[src/event_ctrl_pkg.sv]
package event_ctrl_pkg;

   // Sizes of the two stages.
   localparam int LEVELS      = 16;
   localparam int SOURCES     = 32;
   localparam int DEDICATED   = 7;
   localparam int GENERAL     = 9;
   localparam int ASSIGN_REGS = 4;
   localparam int LEVEL_W     = 4;

   // Cycle figures of the event path.
   localparam int EDGE_DETECT_CYCLES  = 2;
   localparam int MIN_PENDING_LATENCY = 3;

   // Register indices on the register port.
   localparam logic [3:0] IDX_CORE_LATCH   = 4'h0;
   localparam logic [3:0] IDX_CORE_MASK    = 4'h1;
   localparam logic [3:0] IDX_CORE_PENDING = 4'h2;
   localparam logic [3:0] IDX_SYS_MASK     = 4'h3;
   localparam logic [3:0] IDX_SYS_STATUS   = 4'h4;
   localparam logic [3:0] IDX_SYS_WAKEUP   = 4'h5;
   localparam logic [3:0] IDX_ASSIGN_FIRST = 4'h6;
   localparam logic [3:0] IDX_ASSIGN_LAST  = 4'h9;

   // Values after reset.
   localparam logic [15:0] CORE_LATCH_RESET   = 16'h0000;
   localparam logic [15:0] CORE_MASK_RESET    = 16'h0000;
   localparam logic [15:0] CORE_PENDING_RESET = 16'h0000;
   localparam logic [31:0] SYS_MASK_RESET     = 32'h00000000;
   localparam logic [31:0] SYS_WAKEUP_RESET   = 32'h00000000;
   localparam logic        GLOBAL_EN_RESET    = 1'b0;

   // Default routing, one nibble per source: general input = nibble, core level = 7 + nibble.
   localparam logic [127:0] ASSIGN_RESET = {32'h66655555, 32'h55555444,
                                            32'h43333332, 32'h22211000};

   // Value of the lowest set bit search when no bit is set.
   localparam logic [4:0] NO_LEVEL = 5'h10;

endpackage : event_ctrl_pkg

[src/event_edge_detect.sv]
`timescale 1ns/10ps
`default_nettype none

module event_edge_detect #(
   parameter int WIDTH = 1
) (
   // Clock and reset
   input  wire logic             clock,
   input  wire logic             rst_b,
   // Levels in, rising edges out
   input  wire logic [WIDTH-1:0] level_in,
   output logic      [WIDTH-1:0] rise
);
   import event_ctrl_pkg::*;

   logic [WIDTH-1:0] stage1_reg;
   logic [WIDTH-1:0] stage1_next;
   logic [WIDTH-1:0] stage2_reg;
   logic [WIDTH-1:0] stage2_next;

   generate
      if (WIDTH < 1 || EDGE_DETECT_CYCLES != 2) begin : g_bad_width
         $error("event_edge_detect: unsupported configuration");
      end
   endgenerate

   always_comb begin
      stage1_next = level_in;
      stage2_next = stage1_reg;
   end

   always_ff @(posedge clock) begin
      if (!rst_b) begin
         stage1_reg <= '0;
         stage2_reg <= '0;
      end else begin
         stage1_reg <= stage1_next;
         stage2_reg <= stage2_next;
      end
   end

   // The edge is seen one cycle after the level, the latch takes it one later.
   assign rise = stage1_reg & ~stage2_reg;

endmodule : event_edge_detect

`default_nettype wire

[src/source_router.sv]
`timescale 1ns/10ps
`default_nettype none

module source_router #(
   parameter int SRC = 32,
   parameter int GEN = 9
) (
   // Routing table, one nibble per source
   input  wire logic [4*SRC-1:0] assign_map,
   // Per-source requests, already masked
   input  wire logic [SRC-1:0]   src_level,
   input  wire logic [SRC-1:0]   src_rise,
   // Newly set pending bits of the general inputs
   input  wire logic [GEN-1:0]   gen_ack,
   // Routed results
   output logic      [GEN-1:0]   gen_level,
   output logic      [GEN-1:0]   gen_rise,
   output logic      [SRC-1:0]   src_ack
);
   import event_ctrl_pkg::*;

   generate
      if (SRC < 1 || GEN < 1 || GEN > 16) begin : g_bad_size
         $error("source_router: unsupported configuration");
      end
   endgenerate

   genvar g;
   genvar s;
   generate
      for (g = 0; g < GEN; g++) begin : g_input
         always_comb begin
            gen_level[g] = 1'b0;
            gen_rise[g]  = 1'b0;
            for (int k = 0; k < SRC; k++) begin
               if (assign_map[4*k +: 4] == 4'(g)) begin
                  gen_level[g] = gen_level[g] | src_level[k];
                  gen_rise[g]  = gen_rise[g] | src_rise[k];
               end
            end
         end
      end
      for (s = 0; s < SRC; s++) begin : g_source
         // Codes beyond the last general input route nowhere and never ack.
         assign src_ack[s] = src_level[s] && (int'(assign_map[4*s +: 4]) < GEN)
                             && gen_ack[assign_map[4*s +: 4]];
      end
   endgenerate

endmodule : source_router

`default_nettype wire

[src/two_stage_event_controller.sv]
`timescale 1ns/10ps
`default_nettype none

module two_stage_event_controller (
   // Clock and reset
   input  wire logic                                   clock,
   input  wire logic                                   rst_b,
   // Event sources
   input  wire logic [event_ctrl_pkg::SOURCES-1:0]     source_req,
   input  wire logic [event_ctrl_pkg::DEDICATED-1:0]   dedicated_req,
   // Processor core
   input  wire logic                                   supervisor,
   input  wire logic                                   core_idle,
   input  wire logic                                   service_accept,
   input  wire logic                                   event_return,
   input  wire logic                                   global_irq_enable_instr,
   input  wire logic                                   global_irq_disable_instr,
   output logic                                        service_req_reg,
   output logic      [event_ctrl_pkg::LEVEL_W-1:0]     service_level_reg,
   output logic      [event_ctrl_pkg::LEVELS-1:0]      core_event_pending_reg,
   output logic      [event_ctrl_pkg::GENERAL-1:0]     general_input_reg,
   output logic      [event_ctrl_pkg::SOURCES-1:0]     source_ack_reg,
   output logic                                        wakeup_reg,
   // Register port
   input  wire logic [3:0]                             reg_index,
   input  wire logic                                   reg_wr,
   input  wire logic                                   reg_rd,
   input  wire logic [31:0]                            reg_wdata,
   output logic      [31:0]                            reg_rdata_reg,
   output logic                                        reg_refused_reg
);
   import event_ctrl_pkg::*;
   logic [LEVELS-1:0]      core_event_latch_reg;
   logic [LEVELS-1:0]      core_event_latch_next;
   logic [LEVELS-1:0]      core_event_mask_reg;
   logic [LEVELS-1:0]      core_event_mask_next;
   logic [LEVELS-1:0]      core_event_pending_next;
   logic                   global_enable_reg;
   logic                   global_enable_next;
   logic [SOURCES-1:0]     system_source_mask_reg;
   logic [SOURCES-1:0]     system_source_mask_next;
   logic [SOURCES-1:0]     system_source_status_reg;
   logic [SOURCES-1:0]     system_wakeup_enable_reg;
   logic [SOURCES-1:0]     system_wakeup_enable_next;
   logic [4*SOURCES-1:0]   source_assignment_regs_reg;
   logic [4*SOURCES-1:0]   source_assignment_regs_next;
   logic                   service_req_next;
   logic [LEVEL_W-1:0]     service_level_next;
   logic [GENERAL-1:0]     general_input_next;
   logic [SOURCES-1:0]     source_ack_next;
   logic                   wakeup_next;
   logic [31:0]            reg_rdata_next;
   logic                   reg_refused_next;

   logic                   wr_ok;
   logic                   rd_ok;
   logic [SOURCES-1:0]     masked_src;
   logic [SOURCES-1:0]     src_rise;
   logic [DEDICATED-1:0]   ded_rise;
   logic [GENERAL-1:0]     gen_level;
   logic [GENERAL-1:0]     gen_rise;
   logic [LEVELS-1:0]      event_rise;
   logic [LEVELS-1:0]      accept_hit;
   logic [LEVELS-1:0]      return_clear;
   logic [LEVELS-1:0]      pending_set;
   logic [LEVELS-1:0]      level_enable;
   logic [4:0]             active_level;
   logic [4:0]             next_active;
   logic [4:0]             cand_level;

   generate
      if (LEVELS != DEDICATED + GENERAL || SOURCES > 32 || MIN_PENDING_LATENCY < 3)
      begin : g_bad_config
         $error("two_stage_event_controller: inconsistent sizes");
      end
   endgenerate

   function automatic logic [4:0] lowest_set(input logic [LEVELS-1:0] bits);
      logic [4:0] found;
      found = NO_LEVEL;
      for (int i = LEVELS - 1; i >= 0; i--) begin
         if (bits[i]) begin
            found = 5'(i);
         end
      end
      return found;
   endfunction : lowest_set

   assign wr_ok = reg_wr && supervisor;
   assign rd_ok = reg_rd && supervisor;

   assign masked_src = source_req & system_source_mask_reg;

   event_edge_detect #(.WIDTH(SOURCES)) u_src_edge (
      .clock    (clock),
      .rst_b    (rst_b),
      .level_in (masked_src),
      .rise     (src_rise)
   );

   event_edge_detect #(.WIDTH(DEDICATED)) u_ded_edge (
      .clock    (clock),
      .rst_b    (rst_b),
      .level_in (dedicated_req),
      .rise     (ded_rise)
   );

   // Per-source edges survive sharing
   // Edges are taken per source before the merge, so a second source rising while
   // the shared input is already high still latches a fresh event.
   source_router #(.SRC(SOURCES), .GEN(GENERAL)) u_router (
      .assign_map (source_assignment_regs_reg),
      .src_level  (masked_src),
      .src_rise   (src_rise),
      .gen_ack    (pending_set[LEVELS-1:DEDICATED]),
      .gen_level  (gen_level),
      .gen_rise   (gen_rise),
      .src_ack    (source_ack_next)
   );

   assign event_rise = {gen_rise, ded_rise};

   assign accept_hit = (service_accept && service_req_reg) ?
                       (16'h0001 << service_level_reg) : 16'h0000;

   assign active_level = lowest_set(core_event_pending_reg);
   assign return_clear = (event_return && active_level != NO_LEVEL) ?
                         (16'h0001 << active_level[3:0]) : 16'h0000;

   always_comb begin
      core_event_pending_next = (core_event_pending_reg & ~return_clear) | accept_hit;
   end

   assign pending_set = core_event_pending_next & ~core_event_pending_reg;

   genvar b;
   generate
      for (b = 0; b < LEVELS; b++) begin : g_latch
         logic sw_hit;
         logic held;
         assign sw_hit = wr_ok && reg_index == IDX_CORE_LATCH && !core_event_mask_reg[b];
         assign held   = sw_hit ? reg_wdata[b] : core_event_latch_reg[b];
         // New edge wins over the accept clear
         assign core_event_latch_next[b] = (held && !accept_hit[b]) || event_rise[b];
      end
   endgenerate

   always_comb begin
      global_enable_next = global_enable_reg;
      if (global_irq_enable_instr) begin
         global_enable_next = 1'b1;
      end
      // Disable wins on a tie, so a racing pair leaves interrupts off.
      if (global_irq_disable_instr) begin
         global_enable_next = 1'b0;
      end
   end

   always_comb begin
      core_event_mask_next        = core_event_mask_reg;
      system_source_mask_next     = system_source_mask_reg;
      system_wakeup_enable_next   = system_wakeup_enable_reg;
      source_assignment_regs_next = source_assignment_regs_reg;
      if (wr_ok) begin
         case (reg_index)
            IDX_CORE_MASK:  core_event_mask_next      = reg_wdata[LEVELS-1:0];
            IDX_SYS_MASK:   system_source_mask_next   = reg_wdata[SOURCES-1:0];
            IDX_SYS_WAKEUP: system_wakeup_enable_next = reg_wdata[SOURCES-1:0];
            default: begin
               if (reg_index >= IDX_ASSIGN_FIRST && reg_index <= IDX_ASSIGN_LAST) begin
                  source_assignment_regs_next[32*(reg_index - IDX_ASSIGN_FIRST) +: 32] =
                     reg_wdata;
               end
            end
         endcase
      end
   end

   // Mask and global gating of service
   assign level_enable = core_event_mask_next &
                         {{GENERAL{global_enable_next}}, {DEDICATED{1'b1}}};
   assign cand_level   = lowest_set(core_event_latch_next & level_enable);
   assign next_active  = lowest_set(core_event_pending_next);
   // Registered offer sets the minimum latency
   // Only a strictly higher level preempts
   always_comb begin
      service_req_next   = (cand_level != NO_LEVEL) && (cand_level < next_active);
      service_level_next = service_req_next ? cand_level[3:0] : service_level_reg;
   end

   always_comb begin
      general_input_next = gen_level;
      wakeup_next        = core_idle && |(source_req & system_wakeup_enable_reg);
   end

   always_comb begin
      reg_rdata_next   = 32'h00000000;
      reg_refused_next = (reg_rd || reg_wr) && !supervisor;
      if (rd_ok) begin
         case (reg_index)
            IDX_CORE_LATCH:   reg_rdata_next = {16'h0000, core_event_latch_reg};
            IDX_CORE_MASK:    reg_rdata_next = {16'h0000, core_event_mask_reg};
            IDX_CORE_PENDING: reg_rdata_next = {16'h0000, core_event_pending_reg};
            IDX_SYS_MASK:     reg_rdata_next = system_source_mask_reg;
            IDX_SYS_STATUS:   reg_rdata_next = system_source_status_reg;
            IDX_SYS_WAKEUP:   reg_rdata_next = system_wakeup_enable_reg;
            default: begin
               if (reg_index >= IDX_ASSIGN_FIRST && reg_index <= IDX_ASSIGN_LAST) begin
                  reg_rdata_next =
                     source_assignment_regs_reg[32*(reg_index - IDX_ASSIGN_FIRST) +: 32];
               end else begin
                  reg_refused_next = 1'b1;
               end
            end
         endcase
      end
   end

   always_ff @(posedge clock) begin
      if (!rst_b) begin
         core_event_latch_reg       <= CORE_LATCH_RESET;
         core_event_mask_reg        <= CORE_MASK_RESET;
         core_event_pending_reg     <= CORE_PENDING_RESET;
         global_enable_reg          <= GLOBAL_EN_RESET;
         system_source_mask_reg     <= SYS_MASK_RESET;
         system_source_status_reg   <= '0;
         system_wakeup_enable_reg   <= SYS_WAKEUP_RESET;
         source_assignment_regs_reg <= ASSIGN_RESET;
         service_req_reg            <= 1'b0;
         service_level_reg          <= '0;
         general_input_reg          <= '0;
         source_ack_reg             <= '0;
         wakeup_reg                 <= 1'b0;
         reg_rdata_reg              <= 32'h00000000;
         reg_refused_reg            <= 1'b0;
      end else begin
         core_event_latch_reg       <= core_event_latch_next;
         core_event_mask_reg        <= core_event_mask_next;
         core_event_pending_reg     <= core_event_pending_next;
         global_enable_reg          <= global_enable_next;
         system_source_mask_reg     <= system_source_mask_next;
         // Bit position is the source identifier
         system_source_status_reg   <= source_req;
         system_wakeup_enable_reg   <= system_wakeup_enable_next;
         source_assignment_regs_reg <= source_assignment_regs_next;
         service_req_reg            <= service_req_next;
         service_level_reg          <= service_level_next;
         general_input_reg          <= general_input_next;
         source_ack_reg             <= source_ack_next;
         wakeup_reg                 <= wakeup_next;
         reg_rdata_reg              <= reg_rdata_next;
         reg_refused_reg            <= reg_refused_next;
      end
   end
endmodule : two_stage_event_controller

`default_nettype wire

[config.mk]
export PLATFORM = sky130hd
export DESIGN_NAME = two_stage_event_controller
export DESIGN_NICKNAME = d
export VERILOG_FILES = /design/src/event_ctrl_pkg.sv /design/src/event_edge_detect.sv /design/src/source_router.sv /design/src/two_stage_event_controller.sv
export SDC_FILE = /design/constraint.sdc
export NUM_CORES = 2
export LEC_CHECK = 0
export BUFFER_PORTS_ARGS = -buffer_cell sky130_fd_sc_hd__buf_4
export CORE_MARGIN = 1.5
export CORE_UTILIZATION = 25
export CTS_CLUSTER_DIAMETER = 50
export DETAILED_ROUTE_END_ITERATION = 16
export MAX_ROUTING_LAYER = met4
export PLACE_DENSITY = 0.38
export REMOVE_ABC_BUFFERS = 1
export SYNTH_ARGS = -nofsm -noshare
export SYNTH_HDL_FRONTEND = slang
export SYNTH_SLANG_ARGS = --single-unit
[constraint.sdc]
create_clock -name clock -period 9.6 [get_ports clock]
set_clock_uncertainty 0.15 [all_clocks]
set_input_delay 1.92 -clock clock [delete_from_list [all_inputs] [get_ports clock]]
set_output_delay 1.92 -clock clock [all_outputs]
set_load 0.005 [all_outputs]
==> impl_results.html <==
<table>
<tr><th>Metric</th><th>Value</th></tr>
<tr><th colspan="2">Run status</th></tr>
<tr><td>Result of the run</td><td>finished, final reports clean</td></tr>
<tr><th colspan="2">Yosys</th></tr>
<tr><td>Proportion of synthesized chip area in sequential cells</td><td>between 30 and 40%</td></tr>
<tr><td>Number of enable flip-flop cells after synthesis</td><td>0</td></tr>
<tr><td>Ys async rst share</td><td>0%</td></tr>
<tr><td>Total standard cell area after synthesis</td><td>roughly 25000 sq um</td></tr>
<tr><td>Post-synthesis share of cell area spent on xor and xnor gates</td><td>less than 1%</td></tr>
<tr><td>Adder-cell share of the synthesized area</td><td>0.8925%</td></tr>
<tr><td>Mean instance size in the synthesized netlist</td><td>around 7.9 sq um</td></tr>
<tr><td>Post-synthesis instance total</td><td>~3200</td></tr>
<tr><td>Count of synthesis-stage warnings from yosys</td><td>0</td></tr>
<tr><td>Count of state elements after synthesis</td><td>431</td></tr>
<tr><td>Cell accounting for the most synthesized area</td><td>sky130_fd_sc_hd__dfxtp_1</td></tr>
<tr><td>Mux contribution to synthesized area</td><td>7.784%</td></tr>
<tr><td>Main combinational cell family by area after synthesis</td><td>simple AND/OR/NAND/NOR gates</td></tr>
<tr><td>Area fraction in and, or, nand and nor cells after synthesis</td><td>31.75%</td></tr>
<tr><td>Count of different cell masters after synthesis</td><td>roughly 90</td></tr>
<tr><td>Share of the synthesized area in compound gates (AO/OA/AOI/OAI)</td><td>20.27%</td></tr>
<tr><td>Largest cells by area after synthesis</td><td>sky130_fd_sc_hd__dfxtp_1, sky130_fd_sc_hd__mux4_2, sky130_fd_sc_hd__nand2_1, sky130_fd_sc_hd__a21oi_1, sky130_fd_sc_hd__o22ai_1</td></tr>
<tr><td>Ys flop type</td><td>sky130_fd_sc_hd__dfxtp_1</td></tr>
<tr><td>Share of Yosys cell area claimed by the top area cell type</td><td>34.19%</td></tr>
<tr><th colspan="2">Final layout</th></tr>
<tr><td>Nets</td><td>3391</td></tr>
<tr><td>Design Area, Final</td><td>30610 sq um</td></tr>
<tr><td>Number of flip-flops under the largest register name</td><td>roughly 130</td></tr>
<tr><td>Syn-to-layout area delta</td><td>21.31%</td></tr>
<tr><td>Most frequent standard cell in the layout excluding fill and tap cells</td><td>sky130_fd_sc_hd__nand2_1</td></tr>
<tr><td>Commonest cells after routing, fill and taps aside</td><td>sky130_fd_sc_hd__nand2_1, sky130_fd_sc_hd__dfxtp_1, sky130_fd_sc_hd__buf_4</td></tr>
<tr><td>Fillcell total</td><td>10690</td></tr>
<tr><td>Fraction of final layout cells sized beyond drive strength 1</td><td>17.88%</td></tr>
<tr><td>Multi-input combinational cell area</td><td>approximately 15000 sq um</td></tr>
<tr><td>Register area</td><td>8628 sq um</td></tr>
<tr><th colspan="2">Timing</th></tr>
<tr><td>Number of failing hold endpoints at the final stage</td><td>0</td></tr>
<tr><td>Fraction of the cycle the final worst path needs</td><td>73.74%</td></tr>
<tr><td>RSZ-0062 raised after global routing</td><td>false</td></tr>
<tr><td>Slew at the pin closest to its max-slew limit</td><td>1400 ps</td></tr>
<tr><td>Smallest setup slack after layout</td><td>2521 ps</td></tr>
<tr><td>Number of failing setup endpoints in the final timing report</td><td>0</td></tr>
<tr><td>Post-layout minimum cycle time</td><td>between 7000 and 8000 ps</td></tr>
<tr><td>Slew Limit Fails</td><td>0</td></tr>
<tr><td>Fin Setup TNS</td><td>0 ps</td></tr>
<tr><td>Worst hold-check slack</td><td>299.3 ps</td></tr>
<tr><td>Fmax</td><td>0.1413 GHz</td></tr>
<tr><td>Worst rel slew slack</td><td>about 6.7%</td></tr>
<tr><th colspan="2">Clock tree</th></tr>
<tr><td>PostCTS Resize Cnt</td><td>0</td></tr>
<tr><td>Depth of the CTS H-tree</td><td>3</td></tr>
<tr><td>Post CTS Setup Buffer Count</td><td>0</td></tr>
<tr><td>Clock latency of the later-clocked register in the worst-skew pair</td><td>670 ps</td></tr>
<tr><td>Number of buffers inserted for hold repair after clock tree synthesis</td><td>0</td></tr>
<tr><td>CTS sink count</td><td>431</td></tr>
<tr><td>Clock tree from TritonCTS</td><td>done</td></tr>
<tr><td>Clock Tree Buf Depth</td><td>3</td></tr>
<tr><td>Clock transition at the registers of the reported paths</td><td>around 50 ps</td></tr>
<tr><td>Clock root cell</td><td>sky130_fd_sc_hd__clkbuf_16</td></tr>
<tr><td>Number of buffers created by CTS</td><td>75</td></tr>
<tr><th colspan="2">Place</th></tr>
<tr><td>DP HPWL</td><td>156900 microns</td></tr>
<tr><td>Routability congestion estimate from global placement</td><td>around 1.1</td></tr>
<tr><td>Worst setup slack after placement</td><td>1992 ps</td></tr>
<tr><td>Area of placed instances</td><td>28110 sq um</td></tr>
<tr><td>Buffers added on ports</td><td>180</td></tr>
<tr><th colspan="2">Critical path</th></tr>
<tr><td>Critical Path Sink Type</td><td>register</td></tr>
<tr><td>Worst r2r dst</td><td>service_level_reg[2]</td></tr>
<tr><td>Maximum net fanout on the critical path</td><td>20</td></tr>
<tr><td>Master of the slowest instance on the critical path</td><td>sky130_fd_sc_hd__or3b_1</td></tr>
<tr><td>Critical path arrival</td><td>7490 ps</td></tr>
<tr><td>CP cell instances</td><td>buf_4 -&gt; inv_1 -&gt; ha_1 -&gt; or3b_1 -&gt; or3_1 -&gt; mux2i_1 -&gt; o2111ai_1 -&gt; o31ai_1 -&gt; nand4_1 -&gt; nand2_1 -&gt; a31oi_1 -&gt; ha_1 -&gt; a21o_1 -&gt; a21o_1 -&gt; a21oi_1 -&gt; inv_1 -&gt; a41oi_1 -&gt; or2b_2 -&gt; o2111a_1 -&gt; a31o_1</td></tr>
<tr><td>Startpoint-to-endpoint class of the critical path</td><td>primary input to register</td></tr>
<tr><td>Source of the worst register-to-register timing path</td><td>source_assignment_regs_reg[49]</td></tr>
<tr><td>Worst reg2reg setup slack</td><td>3550 ps</td></tr>
<tr><td>Delay contributed by the slowest stage of the critical path</td><td>between 700 and 800 ps</td></tr>
<tr><td>Startpoint type of the worst setup path</td><td>primary input</td></tr>
<tr><td>Data required time of the critical path</td><td>10010 ps</td></tr>
<tr><td>Number of cells on the worst reg-to-reg path</td><td>18</td></tr>
<tr><th colspan="2">Die</th></tr>
<tr><td>Die Outline Area</td><td>about 100000 sq um</td></tr>
<tr><td>Boundary pin count</td><td>181</td></tr>
<tr><td>Starting Density</td><td>25.24%</td></tr>
<tr><td>Count of standard-cell rows</td><td>116</td></tr>
<tr><td>Area of the placeable core</td><td>100000 sq um</td></tr>
<tr><td>Die width</td><td>about 320 microns</td></tr>
<tr><td>Chip height</td><td>320.7 microns</td></tr>
<tr><th colspan="2">Global route</th></tr>
<tr><td>Total global routing track utilization</td><td>39.64%</td></tr>
<tr><td>Leftover overflow at the end of global routing</td><td>0</td></tr>
<tr><td>Number of global-route vias before repair</td><td>27320</td></tr>
<tr><td>Global-route wire length before repair</td><td>roughly 270000 microns</td></tr>
<tr><td>Antenna violations before repair</td><td>22</td></tr>
<tr><td>Maximum number of pins on one net before global-route repair</td><td>about 70</td></tr>
<tr><th colspan="2">Routing</th></tr>
<tr><td>Vias</td><td>29780</td></tr>
<tr><td>First-pass iteration count of the detailed router</td><td>6</td></tr>
<tr><td>Avg WL per Cell</td><td>43.78 microns</td></tr>
<tr><td>DRC errors left</td><td>0</td></tr>
<tr><td>DR vias/cell</td><td>around 6.4</td></tr>
<tr><td>Antenna-violating nets left</td><td>0</td></tr>
<tr><td>Count of routing violations after the opening detailed-route iteration</td><td>5023</td></tr>
<tr><td>Wire length reported by the detailed router</td><td>between 200000 and 250000 microns</td></tr>
<tr><th colspan="2">Hold path</th></tr>
<tr><td>Worst Hold Path EP</td><td>u_ded_edge.stage2_reg[3]</td></tr>
<tr><td>Hold Startpoint</td><td>u_ded_edge.stage1_reg[3]</td></tr>
<tr><td>Worst hold path type</td><td>register to register</td></tr>
<tr><td>Number of instances on the worst hold path</td><td>1</td></tr>
<tr><th colspan="2">Flow run</th></tr>
<tr><td>Number of violations of the max-capacitance limit</td><td>0</td></tr>
<tr><th colspan="2">Power and ir drop</th></tr>
<tr><td>Maximum ir drop on the vdd rail</td><td>~0.11 mV</td></tr>
<tr><td>Cell leakage power</td><td>10.67 nW</td></tr>
<tr><td>Total power per unit cell area</td><td>about 160 nW/um^2</td></tr>
<tr><td>PnR Total Power</td><td>about 4.8 mW</td></tr>
</table>
per-layer routing:
layer	track usage, %	vias up	share of wire, %	wire length [microns]
met1	53.27	15330	43	88190
met3	6.681	332	8.4	17180
met2	58.39	2007	43	88050
met5	-	-	0	0
li1	-	12100	-	-
met4	16.80	0	4.9	9959
worst max path at each step:
stage	end	startpoint	cells past startpoint	slack [ps]
floorplan	service_level_reg[0]	reg_index[1]	18	3130
global placement	service_level_reg[2]	reg_index[0]	20	1920
detailed placement	service_level_reg[2]	reg_index[0]	21	1990
CTS	service_level_reg[2]	reg_index[0]	21	2650
global route	service_level_reg[2]	reg_index[0]	20	2330
finish	service_level_reg[2]	reg_index[0]	20	2520
area by class of cell:
type,count,share of cell area (%)
Sequential cell,431,28.18
Inverter,53,0.6744
Clock buffer,95,6.846
Tap cell,1298,5.305
Multi-Input combinational cell,2439,50.59
Antenna cell,3,0.02452
Timing Repair Buffer,288,7.075
Clock inverter,39,1.300
cells in the mapped netlist, types with 20 or more instances:
cell and instances:
sky130_fd_sc_hd__nand2_1 447, sky130_fd_sc_hd__dfxtp_1 431, sky130_fd_sc_hd__nor2_1 264, sky130_fd_sc_hd__clkbuf_1 260, sky130_fd_sc_hd__a21oi_1 238, sky130_fd_sc_hd__nand3_1 194
sky130_fd_sc_hd__o22ai_1 168, sky130_fd_sc_hd__nor3_1 130, sky130_fd_sc_hd__and2_1 99, sky130_fd_sc_hd__mux4_2 79, sky130_fd_sc_hd__nand2b_1 78, sky130_fd_sc_hd__nor4_1 57
sky130_fd_sc_hd__inv_1 53, sky130_fd_sc_hd__o21ai_0 49, sky130_fd_sc_hd__a31oi_1 46, sky130_fd_sc_hd__or3_1 33, sky130_fd_sc_hd__or4b_2 32, sky130_fd_sc_hd__nor3b_1 30
sky130_fd_sc_hd__a22oi_1 29, sky130_fd_sc_hd__nand4_1 24, sky130_fd_sc_hd__or4bb_1 23, sky130_fd_sc_hd__a221oi_1 22, sky130_fd_sc_hd__or2_2 22, sky130_fd_sc_hd__nor2b_1 21
sky130_fd_sc_hd__a22o_1 20, sky130_fd_sc_hd__o211ai_1 20, sky130_fd_sc_hd__o32ai_1 20
logic make-up (layout without fill, tap and decap cells):
kind of cell    count (synthesis)  in the layout
simple gates                 1550           1550
compound gates                772            772
flops                         431            431
buf+inv                       335            475
mux                            97             97
fa+ha+maj                      18             18
xor+xnor                        2              2
other cells                     0              3
stage by stage:
stage          cells  utilization (%)
4_1_cts         4643            30.61
3_5_place_dp    4509            28.11
6_report        4646            30.61
2_1_floorplan   2923                -
5_1_grt         4645            30.61
3_3_place_gp    4509            28.11
report_power, final:
group | switching, mW | internal (mW) | leakage (nW)
Combinational | 0.199 | 0.0721 | 5.95
Sequential | 0.0105 | 1.81 | 3.49
Clock | 1.03 | 1.67 | 1.23
Total | 1.24 | 3.55 | 10.7
critical path: cells and delay by family:
kind	cells	cell delay, ps
AO/OA/AOI/OAI	9	2020
AND/OR/NAND/NOR	5	1900
buffers and inverters	3	770
adder cells (fa/ha/maj)	2	630
multiplexers	1	180
Power figures use the tool's default switching activity.
